===== src/hw/sad_defines.vh =====
/*
 Register map, field positions, reset values, codes and timing counts of the
 converter sequencer. Assumes inclusion by bare name from the design file.
*/
`ifndef SAD_DEFINES_VH
`define SAD_DEFINES_VH

// byte addresses on the register bus, and the buffer select in address bits 7:6
`define SAD_ADDR_CTRL_ONE 8'h00
`define SAD_ADDR_CTRL_TWO 8'h04
`define SAD_ADDR_CTRL_THREE 8'h08
`define SAD_BUF_SEL 2'h1

// control one fields
`define SAD_ON_BIT 15
`define SAD_IDLE_BIT 13
`define SAD_RES_BIT 10
`define SAD_FMT_HI 9
`define SAD_FMT_LO 8
`define SAD_SRC_HI 7
`define SAD_SRC_LO 5
`define SAD_SIM_BIT 3
`define SAD_AUTO_SAMPLE_START_BIT 2
`define SAD_SAMPLING_FLAG_BIT 1
`define SAD_DONE_BIT 0

// control two and three fields
`define SAD_CHPS_HI 9
`define SAD_CHPS_LO 8
`define SAD_SMPI_HI 5
`define SAD_SMPI_LO 2
`define SAD_SAMC_HI 12
`define SAD_SAMC_LO 8

// reset values
`define SAD_CTRL_ONE_RST 16'h0000
`define SAD_CTRL_TWO_RST 16'h0000
`define SAD_CTRL_THREE_RST 16'h0000

// trigger source and format codes
`define SAD_SRC_SOFT 3'h0
`define SAD_SRC_EXT 3'h1
`define SAD_SRC_TMR 3'h2
`define SAD_SRC_AUTO 3'h7
`define SAD_FMT_SIGNED 2'h1

// conversion clock period and its cycle count at the system clock
`define SAD_TAD_NS 40
`define SAD_CLK_NS 10
`define SAD_TAD_CYCLES ((`SAD_TAD_NS + `SAD_CLK_NS - 1) / `SAD_CLK_NS)

// bus responses
`define SAD_RESP_OKAY 2'h0
`define SAD_RESP_SLVERR 2'h2

`endif


===== src/hw/sad_sequencer.v =====
/*
 Sequencer of a successive-approximation converter: control registers over
 AXI4-Lite, sample/convert state machine, result formatting, 16-word buffer.
 Assumes a SAR core on aclk that answers each sar_start with one sar_done
 pulse carrying sar_result; idle_mode and timer3_match are on aclk.
*/
`timescale 1ns/1ps
`include "sad_defines.vh"

module sad_sequencer (
   // clock and reset
   input wire aclk,
   input wire aresetn,
   // axi4-lite write address
   input wire [7:0] s_axi_awaddr,
   input wire s_axi_awvalid,
   output wire s_axi_awready,
   // axi4-lite write data
   input wire [31:0] s_axi_wdata,
   input wire [3:0] s_axi_wstrb,
   input wire s_axi_wvalid,
   output wire s_axi_wready,
   // axi4-lite write response
   output wire [1:0] s_axi_bresp,
   output wire s_axi_bvalid,
   input wire s_axi_bready,
   // axi4-lite read address
   input wire [7:0] s_axi_araddr,
   input wire s_axi_arvalid,
   output wire s_axi_arready,
   // axi4-lite read data
   output wire [31:0] s_axi_rdata,
   output wire [1:0] s_axi_rresp,
   output wire s_axi_rvalid,
   input wire s_axi_rready,
   // trigger sources and the idle-mode stop input
   input wire idle_mode,
   input wire timer3_match,
   input wire ext_irq_pin_zero,
   // sample-and-hold front end and sar core
   output wire [3:0] sh_acquire,
   output wire sar_start,
   output wire [1:0] sar_channel,
   output wire sar_res12,
   input wire sar_done,
   input wire [11:0] sar_result,
   // sequence count event
   output wire seq_event
);

   localparam [2:0] ST_OFF = 3'h0;
   localparam [2:0] ST_HOLD = 3'h1;
   localparam [2:0] ST_SAMPLE = 3'h2;
   localparam [2:0] ST_START = 3'h3;
   localparam [2:0] ST_WAIT = 3'h4;
   localparam integer TAD_CYC = `SAD_TAD_CYCLES - 1;
   localparam [7:0] TAD_LAST = TAD_CYC[7:0];
   localparam [15:0] CTRL_ONE_RST = `SAD_CTRL_ONE_RST;

   // bus state
   reg aw_held_ff;
   reg [7:0] awaddr_ff;
   reg w_held_ff;
   reg [31:0] wdata_ff;
   reg [3:0] wstrb_ff;
   reg bvalid_ff;
   reg [1:0] bresp_ff;
   reg rvalid_ff;
   reg [31:0] rdata_ff;
   reg [1:0] rresp_ff;

   // control fields
   reg on_ff;
   reg idle_stop_ff;
   reg res_ff;
   reg [1:0] fmt_ff;
   reg [2:0] src_ff;
   reg sim_ff;
   reg auto_sample_start_ff;
   reg sampling_flag_ff;
   reg done_ff;
   reg [1:0] chps_ff;
   reg [3:0] smpi_ff;
   reg [4:0] samc_ff;

   // sequencer state
   reg [2:0] state_ff;
   reg [1:0] ch_ff;
   reg [7:0] tad_cnt_ff;
   reg [4:0] samc_cnt_ff;
   reg [3:0] seq_cnt_ff;
   reg [3:0] wr_ptr_ff;
   reg sar_start_ff;
   reg seq_event_ff;
   reg [15:0] result_buf [0:15];

   // external pin synchroniser and filter
   reg pin_s1_ff;
   reg pin_s2_ff;
   reg pin_s3_ff;
   reg pin_lvl_ff;

   wire wr_en = aw_held_ff && w_held_ff && !bvalid_ff;
   wire wr_one = wr_en && (awaddr_ff == `SAD_ADDR_CTRL_ONE);
   wire wr_two = wr_en && (awaddr_ff == `SAD_ADDR_CTRL_TWO);
   wire wr_three = wr_en && (awaddr_ff == `SAD_ADDR_CTRL_THREE);
   wire wr_map = wr_one || wr_two || wr_three;
   wire run = on_ff && !(idle_stop_ff && idle_mode);
   wire sim_eff = sim_ff && !res_ff;
   wire [1:0] chps_eff = res_ff ? 2'h0 : chps_ff;
   wire [1:0] last_ch = chps_eff[1] ? 2'h3 : (chps_eff[0] ? 2'h1 : 2'h0);
   wire converting = (state_ff == ST_START) || (state_ff == ST_WAIT);
   wire pin_edge = (pin_s2_ff == pin_s3_ff) && pin_s3_ff && !pin_lvl_ff;
   wire sw_sampling_flag_one = wr_one && wstrb_ff[0] && wdata_ff[`SAD_SAMPLING_FLAG_BIT];
   wire sw_sampling_flag_zero = wr_one && wstrb_ff[0] && !wdata_ff[`SAD_SAMPLING_FLAG_BIT];
   wire buf_we = run && (state_ff == ST_WAIT) && sar_done;
   reg end_sampling_flag;
   reg [15:0] fmt_result;
   reg [31:0] rd_mux;
   reg [1:0] rd_resp;

   assign s_axi_awready = !aw_held_ff && !bvalid_ff;
   assign s_axi_wready = !w_held_ff && !bvalid_ff;
   assign s_axi_bvalid = bvalid_ff;
   assign s_axi_bresp = bresp_ff;
   assign s_axi_arready = !rvalid_ff;
   assign s_axi_rvalid = rvalid_ff;
   assign s_axi_rdata = rdata_ff;
   assign s_axi_rresp = rresp_ff;
   assign sar_start = sar_start_ff;
   assign sar_channel = ch_ff;
   assign sar_res12 = res_ff;
   assign seq_event = seq_event_ff;

   // channels not yet converted keep acquiring when sampling sequentially
   genvar k;
   generate
      for (k = 0; k < 4; k = k + 1) begin : g_sh
         localparam integer KI = k;
         localparam [1:0] KK = KI[1:0];
         assign sh_acquire[k] = (KK <= last_ch) &&
            (sampling_flag_ff || (!sim_eff && converting && (KK > ch_ff)));
      end
   endgenerate

   always @* begin
      case (src_ff)
         `SAD_SRC_AUTO: end_sampling_flag = (samc_cnt_ff == samc_ff);
         `SAD_SRC_TMR: end_sampling_flag = timer3_match;
         `SAD_SRC_EXT: end_sampling_flag = pin_edge;
         `SAD_SRC_SOFT: end_sampling_flag = sw_sampling_flag_zero;
         default: end_sampling_flag = 1'b0;
      endcase
   end

   always @* begin
      fmt_result = 16'h0000;
      if (res_ff) begin
         if (fmt_ff == `SAD_FMT_SIGNED)
            fmt_result = {{4{~sar_result[11]}}, sar_result};
         else
            fmt_result = {4'h0, sar_result};
      end else begin
         if (fmt_ff == `SAD_FMT_SIGNED)
            fmt_result = {{6{~sar_result[9]}}, sar_result[9:0]};
         else
            fmt_result = {6'h00, sar_result[9:0]};
      end
   end

   always @* begin
      rd_mux = 32'h00000000;
      rd_resp = `SAD_RESP_OKAY;
      if (s_axi_araddr[7:6] == `SAD_BUF_SEL) begin
         rd_mux = {16'h0000, result_buf[s_axi_araddr[5:2]]};
      end else begin
         case (s_axi_araddr)
            `SAD_ADDR_CTRL_ONE: rd_mux = {16'h0000, on_ff, 1'b0, idle_stop_ff, 2'h0, res_ff, fmt_ff,
               src_ff, 1'b0, sim_eff, auto_sample_start_ff, sampling_flag_ff, done_ff};
            `SAD_ADDR_CTRL_TWO: rd_mux = {22'h000000, chps_eff, 2'h0, smpi_ff, 2'h0};
            `SAD_ADDR_CTRL_THREE: rd_mux = {19'h00000, samc_ff, 8'h00};
            default: rd_resp = `SAD_RESP_SLVERR;
         endcase
      end
   end

   // bus handshakes
   always @(posedge aclk) begin
      if (!aresetn) begin
         aw_held_ff <= 1'b0;
         awaddr_ff <= 8'h00;
         w_held_ff <= 1'b0;
         wdata_ff <= 32'h00000000;
         wstrb_ff <= 4'h0;
         bvalid_ff <= 1'b0;
         bresp_ff <= `SAD_RESP_OKAY;
         rvalid_ff <= 1'b0;
         rdata_ff <= 32'h00000000;
         rresp_ff <= `SAD_RESP_OKAY;
      end else begin
         if (s_axi_awvalid && s_axi_awready) begin
            aw_held_ff <= 1'b1;
            awaddr_ff <= s_axi_awaddr;
         end
         if (s_axi_wvalid && s_axi_wready) begin
            w_held_ff <= 1'b1;
            wdata_ff <= s_axi_wdata;
            wstrb_ff <= s_axi_wstrb;
         end
         if (wr_en) begin
            aw_held_ff <= 1'b0;
            w_held_ff <= 1'b0;
            bvalid_ff <= 1'b1;
            bresp_ff <= wr_map ? `SAD_RESP_OKAY : `SAD_RESP_SLVERR;
         end else if (bvalid_ff && s_axi_bready) begin
            bvalid_ff <= 1'b0;
         end
         if (s_axi_arvalid && !rvalid_ff) begin
            rvalid_ff <= 1'b1;
            rdata_ff <= rd_mux;
            rresp_ff <= rd_resp;
         end else if (rvalid_ff && s_axi_rready) begin
            rvalid_ff <= 1'b0;
         end
      end
   end

   // pin passes three flops; level counts once the last two agree
   always @(posedge aclk) begin
      if (!aresetn) begin
         pin_s1_ff <= 1'b0;
         pin_s2_ff <= 1'b0;
         pin_s3_ff <= 1'b0;
         pin_lvl_ff <= 1'b0;
      end else begin
         pin_s1_ff <= ext_irq_pin_zero;
         pin_s2_ff <= pin_s1_ff;
         pin_s3_ff <= pin_s2_ff;
         if (pin_s2_ff == pin_s3_ff)
            pin_lvl_ff <= pin_s3_ff;
      end
   end

   // buffer has no reset; contents are undefined until first written
   always @(posedge aclk) begin
      if (buf_we)
         result_buf[wr_ptr_ff] <= fmt_result;
   end

   always @(posedge aclk) begin
      if (!aresetn) begin
         on_ff <= CTRL_ONE_RST[`SAD_ON_BIT];
         idle_stop_ff <= 1'b0;
         res_ff <= 1'b0;
         fmt_ff <= 2'h0;
         src_ff <= 3'h0;
         sim_ff <= 1'b0;
         auto_sample_start_ff <= 1'b0;
         sampling_flag_ff <= 1'b0;
         done_ff <= 1'b0;
         chps_ff <= 2'h0;
         smpi_ff <= 4'h0;
         samc_ff <= 5'h00;
         state_ff <= ST_OFF;
         ch_ff <= 2'h0;
         tad_cnt_ff <= 8'h00;
         samc_cnt_ff <= 5'h00;
         seq_cnt_ff <= 4'h0;
         wr_ptr_ff <= 4'h0;
         sar_start_ff <= 1'b0;
         seq_event_ff <= 1'b0;
      end else begin
         sar_start_ff <= 1'b0;
         seq_event_ff <= 1'b0;
         if (wr_one && wstrb_ff[1]) begin
            on_ff <= wdata_ff[`SAD_ON_BIT];
            idle_stop_ff <= wdata_ff[`SAD_IDLE_BIT];
            res_ff <= wdata_ff[`SAD_RES_BIT];
            fmt_ff <= wdata_ff[`SAD_FMT_HI:`SAD_FMT_LO];
         end
         if (wr_one && wstrb_ff[0]) begin
            src_ff <= wdata_ff[`SAD_SRC_HI:`SAD_SRC_LO];
            sim_ff <= wdata_ff[`SAD_SIM_BIT];
            auto_sample_start_ff <= wdata_ff[`SAD_AUTO_SAMPLE_START_BIT];
            if (!wdata_ff[`SAD_DONE_BIT])
               done_ff <= 1'b0;
         end
         if (wr_two && wstrb_ff[1])
            chps_ff <= wdata_ff[`SAD_CHPS_HI:`SAD_CHPS_LO];
         if (wr_two && wstrb_ff[0])
            smpi_ff <= wdata_ff[`SAD_SMPI_HI:`SAD_SMPI_LO];
         if (wr_three && wstrb_ff[1])
            samc_ff <= wdata_ff[`SAD_SAMC_HI:`SAD_SAMC_LO];
         // hardware done set below comes later, so it wins over a clear
         case (state_ff)
            ST_OFF: begin
               sampling_flag_ff <= 1'b0;
               if (run)
                  state_ff <= ST_HOLD;
            end
            ST_HOLD: begin
               if (auto_sample_start_ff || sw_sampling_flag_one) begin
                  sampling_flag_ff <= 1'b1;
                  tad_cnt_ff <= 8'h00;
                  samc_cnt_ff <= 5'h00;
                  state_ff <= ST_SAMPLE;
               end
            end
            ST_SAMPLE: begin
               if (tad_cnt_ff == TAD_LAST) begin
                  tad_cnt_ff <= 8'h00;
                  if (samc_cnt_ff != samc_ff)
                     samc_cnt_ff <= samc_cnt_ff + 5'h01;
               end else begin
                  tad_cnt_ff <= tad_cnt_ff + 8'h01;
               end
               if (end_sampling_flag) begin
                  sampling_flag_ff <= 1'b0;
                  done_ff <= 1'b0;
                  ch_ff <= 2'h0;
                  state_ff <= ST_START;
               end
            end
            ST_START: begin
               sar_start_ff <= 1'b1;
               state_ff <= ST_WAIT;
            end
            ST_WAIT: begin
               if (sar_done) begin
                  wr_ptr_ff <= wr_ptr_ff + 4'h1;
                  if (ch_ff == last_ch) begin
                     done_ff <= 1'b1;
                     if (seq_cnt_ff == smpi_ff) begin
                        seq_cnt_ff <= 4'h0;
                        seq_event_ff <= 1'b1;
                        wr_ptr_ff <= 4'h0;
                     end else begin
                        seq_cnt_ff <= seq_cnt_ff + 4'h1;
                     end
                     if (auto_sample_start_ff) begin
                        sampling_flag_ff <= 1'b1;
                        tad_cnt_ff <= 8'h00;
                        samc_cnt_ff <= 5'h00;
                        state_ff <= ST_SAMPLE;
                     end else begin
                        state_ff <= ST_HOLD;
                     end
                  end else begin
                     ch_ff <= ch_ff + 2'h1;
                     state_ff <= ST_START;
                  end
               end
            end
            default: state_ff <= ST_OFF;
         endcase
         if (!run) begin
            state_ff <= ST_OFF;
            sampling_flag_ff <= 1'b0;
            ch_ff <= 2'h0;
            sar_start_ff <= 1'b0;
         end
      end
   end

endmodule // sad_sequencer


===== config.mk =====
export PLATFORM = sky130hd
export DESIGN_NAME = sad_sequencer
export DESIGN_NICKNAME = d
export VERILOG_FILES = /design/src/hw/sad_sequencer.v
export VERILOG_INCLUDE_DIRS = /design/src /design/src/hw
export SDC_FILE = /design/constraint.sdc
export NUM_CORES = 1
export LEC_CHECK = 0
export ABC_AREA = 1
export BUFFER_PORTS_ARGS = -buffer_cell sky130_fd_sc_hd__buf_2
export CAP_MARGIN = 15
export CORE_MARGIN = 4
export CORE_UTILIZATION = 55
export DETAILED_ROUTE_END_ITERATION = 7
export GPL_TIMING_DRIVEN = 0
export PLACE_DENSITY_LB_ADDON = 0.08
export SYNTH_ARGS = -nofsm -noshare
export SYNTH_HDL_FRONTEND = slang
export SYNTH_SLANG_ARGS = --single-unit

===== constraint.sdc =====
create_clock -name aclk -period 3.6 [get_ports aclk]
set_input_delay 0.72 -clock aclk [delete_from_list [all_inputs] [get_ports aclk]]
set_output_delay 0.72 -clock aclk [all_outputs]
set_load 0.02 [all_outputs]

==> results.sh <==
export IMPL_wl_met2_um=16130
export IMPL_chipHeight_um=162.3
export IMPL_routed_wl_um=36020
export IMPL_critical_path_arrival_ns=2.05
export IMPL_setup_ws_ns=0.8270
export IMPL_synth_top_area_share_pct=47.67
export IMPL_dieArea_um2=26360
export IMPL_clock_skew_ns=0.009725
export IMPL_pre_cts_ws_ns=0.8155
export IMPL_ys_types=50
export IMPL_wl_met1_um=15410
export IMPL_timing_rr_end="result_buf[8][4]$_DFFE_PP_"
export IMPL_grt_pass1_wl_um=54270
export IMPL_vias=9995
export IMPL_clk_latency_ns=0.51
export IMPL_cp_end_kind="primary output"
export IMPL_num_rows=56
export IMPL_path_clk_slew_ns=0.06
export IMPL_seqPwrFrac_pct=51.5
export IMPL_final_util_pct=64.71
export IMPL_ys_flop_type="edfxtp_1"
export IMPL_switchingPower_w=0.001755
export IMPL_reg2reg_depth=5
export IMPL_required_ns=2.88
export IMPL_antenna_found_initial=1
export IMPL_drc_errors=0
export IMPL_portBuffers=83
export IMPL_place_congestion=0.8599
export IMPL_synth_edf_count=208
export IMPL_grt_remaining_overflow=0
export IMPL_cts_resized=0
export IMPL_min_period_over_period_pct=77.03
export IMPL_grtUsageTotal_pct=27.11
export IMPL_cts_setup_buffers=0
export IMPL_period_needed_ns=2.773
export IMPL_final_setup_viol_count=0
export IMPL_critPathKind="flip-flop to primary output"
export IMPL_ioPinCount=125
export IMPL_area_growth_pct=15.92
export IMPL_power_share_clock_pct=41.8
export IMPL_whs_path_depth=3
export IMPL_core_area_um2=23470
export IMPL_wl_met3_um=3667
export IMPL_combPwrFrac_pct=6.7
export IMPL_cts_tree="built"
export IMPL_yosysWarnings=0
export IMPL_status="completed"
export IMPL_cts_max_level=2
export IMPL_cp_max_fo=4
export IMPL_grt_max_degree=18
export IMPL_drtIter0Drc=968
export IMPL_placed_cell_area_um2=14190
export IMPL_reg2reg_from="state_ff[0]$_SDFFE_PN0P_"
export IMPL_min_path_type="input port to flip-flop"
export IMPL_start_util_pct=55.82
export IMPL_syn_area_um2=13100
export IMPL_final_hold_viol_count=0
export IMPL_clock_sinks=310
export IMPL_p_total_w=0.007512
export IMPL_internal_power_w=0.005757
export IMPL_die_width_um=162.3
export IMPL_drv_slew=0
export IMPL_routedWlPerCell_um=20.48
export IMPL_irDropWorstVdd_mv=0.4361
export IMPL_vias_per_cell=5.682
export IMPL_synth_area_top_cells="edfxtp_1 (48%), dfxtp_1 (16%), nor2_1 (5.1%)"
export IMPL_relSlewSlack_pct=31.03
export IMPL_leakage_nw=5.642
export IMPL_antenna_left=0
export IMPL_fmax_mhz=360.6
export IMPL_worstHoldEndpoint="pin_s1_ff$_SDFF_PN0_"
export IMPL_post_dp_hpwl_um=25180
export IMPL_rsz0062_at_grt="false"
export IMPL_seq_area_frac_synth_pct=63.25
export IMPL_drv_cap=0
export IMPL_syn_inst=1264
export IMPL_syn_area_per_cell_um2=10.37
export IMPL_drive_above_1_share_pct=17.37
export IMPL_powerDensity_nw_per_um2=494.6
export IMPL_nNetsFinal=1501
export IMPL_tightestPinTransition_ns=1.033
export IMPL_yosys_area_top_type="edfxtp_1"
export IMPL_cts_hold_buffers=0
export IMPL_cp_start_kind="flip-flop"
export IMPL_fin_area_um2=15190
export IMPL_synthArstFlopShare_pct=0
export IMPL_min_delay_start="ext_irq_pin_zero"
export IMPL_firstDrtPassIters=5
export IMPL_cts_root_buf="clkbuf_16"
export IMPL_swShare_pct=23.37
export IMPL_holdWs_ns=0.3875
export IMPL_fill_cells=1898
export IMPL_clockBufferDepth=3
export IMPL_ys_ff_latch=310
export IMPL_cts_buffers=34
export IMPL_rrSetupSlack_ns=1.18
export IMPL_top_layer="met4"
export IMPL_grt_pass1_vias=9412
-- synthesized netlist by cell type (all sizes together) (2+ instances only) --
library cell	n
edfxtp	208
nor2	190
nand2	188
o21ai	125
dfxtp	102
inv	92
a21oi	80
nand3	58
buf	44
nand4	29
a22oi	25
clkbuf	23
nor3	22
o211ai	18
a211oi	12
ha	11
xor2	8
or2	5
clkinv	3
o2111ai	3
o21bai	3
nor4	2
o211a	2
o21a	2
o31ai	2
o41ai	2
xnor2	2
-- layout make-up --
class | count | area [µm²] | area share [%]
antenna | 1 | 2.502 | 0.01648
buffer | 67 | 380.4 | 2.504
clock buffer | 46 | 905.9 | 5.964
clock inverter | 14 | 86.33 | 0.5684
inverter | 95 | 366.6 | 2.414
multi-input combinational | 809 | 4187 | 27.56
sequential | 310 | 8288 | 54.57
tap | 319 | 399.1 | 2.628
timing repair buffer | 98 | 573.1 | 3.773
-- placed cells by master, fill, tap and decap left out, types with 8 or more instances in the layout --
| cell type | netlist | final |
|---|---|---|
| buf_2 | 18 | 101 |
| o211ai_1 | 18 | 18 |
| inv_1 | 83 | 83 |
| o21ai_0 | 123 | 123 |
| ha_1 | 11 | 11 |
| xor2_1 | 8 | 8 |
| clkbuf_1 | 22 | 33 |
| a211oi_1 | 12 | 12 |
| edfxtp_1 | 208 | 208 |
| buf_4 | 22 | 27 |
| dfxtp_1 | 102 | 102 |
| a21oi_1 | 80 | 80 |
| conb_1 | 1 | 18 |
| nor2_1 | 177 | 171 |
| nand2_1 | 175 | 175 |
| nor2_2 | 5 | 11 |
| nand4_1 | 29 | 29 |
| clkbuf_16 | 0 | 34 |
| nand3_1 | 51 | 51 |
| a22oi_1 | 25 | 25 |
| buf_6 | 3 | 11 |
| nor3_1 | 20 | 16 |
-- logic make-up (layout without fill, tap and decap cells) --
logic type / after synthesis / in the layout / share of synthesized area (%)
simple gates: 495 / 495 / 17.33
flops: 310 / 310 / 63.25
compound gates: 275 / 275 / 11.97
buf+inv: 162 / 320 / 5.701
fa+ha+maj: 11 / 11 / 1.050
xor+xnor: 10 / 10 / 0.6685
other cells: 1 / 19 / 0.02862
-- layer usage --
metal / GRT usage (%) / vias to the layer above
met5: 0 / -
met4: 7.190 / 0
met3: 6.555 / 70
met2: 41.46 / 503
met1: 39.34 / 4726
li1: - / 4696
-- worst max-delay path, cell delays in order, from the launching register on --
cell,delay (ns)
dfxtp_1,0.45
nand2_1,0.08
inv_1,0.07
nand2_1,0.09
a22oi_1,0.31
nand2_1,0.09
a21oi_1,0.23
buf_2,0.22
-- flip-flops by register name, summed over array words and instances, names as in the netlist, 4 cells and up --
| signal | cells |
|---|---|
| awaddr_ff | 8 |
| result_buf | 208 |
| s_axi_rdata | 16 |
| samc_cnt_ff | 5 |
| samc_ff | 5 |
| seq_cnt_ff | 4 |
| smpi_ff | 4 |
| tad_cnt_ff | 8 |
| wdata_ff | 15 |
| wr_ptr_ff | 4 |
-- power groups by stage --
stage | clock network, W | registers (W) | logic, W
after floorplan | 0 | 0.00395 | 0.000280
after global placement | 0 | 0.00394 | 0.000490
after detailed placement | 0 | 0.00394 | 0.000497
after CTS | 0.00317 | 0.00387 | 0.000500
after global routing | 0.00333 | 0.00387 | 0.000551
final | 0.00314 | 0.00387 | 0.000505
-- worst max path at each step --
stage,end,slack (ns),depth (start not counted),from
5_1_grt,sh_acquire[1],0.70,7,state_ff[1]$_SDFFE_PN0P_
4_1_cts,sh_acquire[1],0.80,7,state_ff[1]$_SDFFE_PN0P_
2_1_floorplan,result_buf[3][0]$_DFFE_PP_,0.72,3,idle_mode
6_report,sh_acquire[1],0.83,7,state_ff[1]$_SDFFE_PN0P_
3_3_place_gp,result_buf[15][4]$_DFFE_PP_,-1.13,4,idle_mode
3_5_place_dp,result_buf[6][9]$_DFFE_PP_,0.82,5,idle_mode
-- stage by stage --
step	TNS, ns	std cells
floorplan	0	1281
global placement	-35.06	1683
detailed placement	0	1698
CTS	0	1758
global route	0	1758
finish	0	1759
Power figures use the tool's default switching activity.
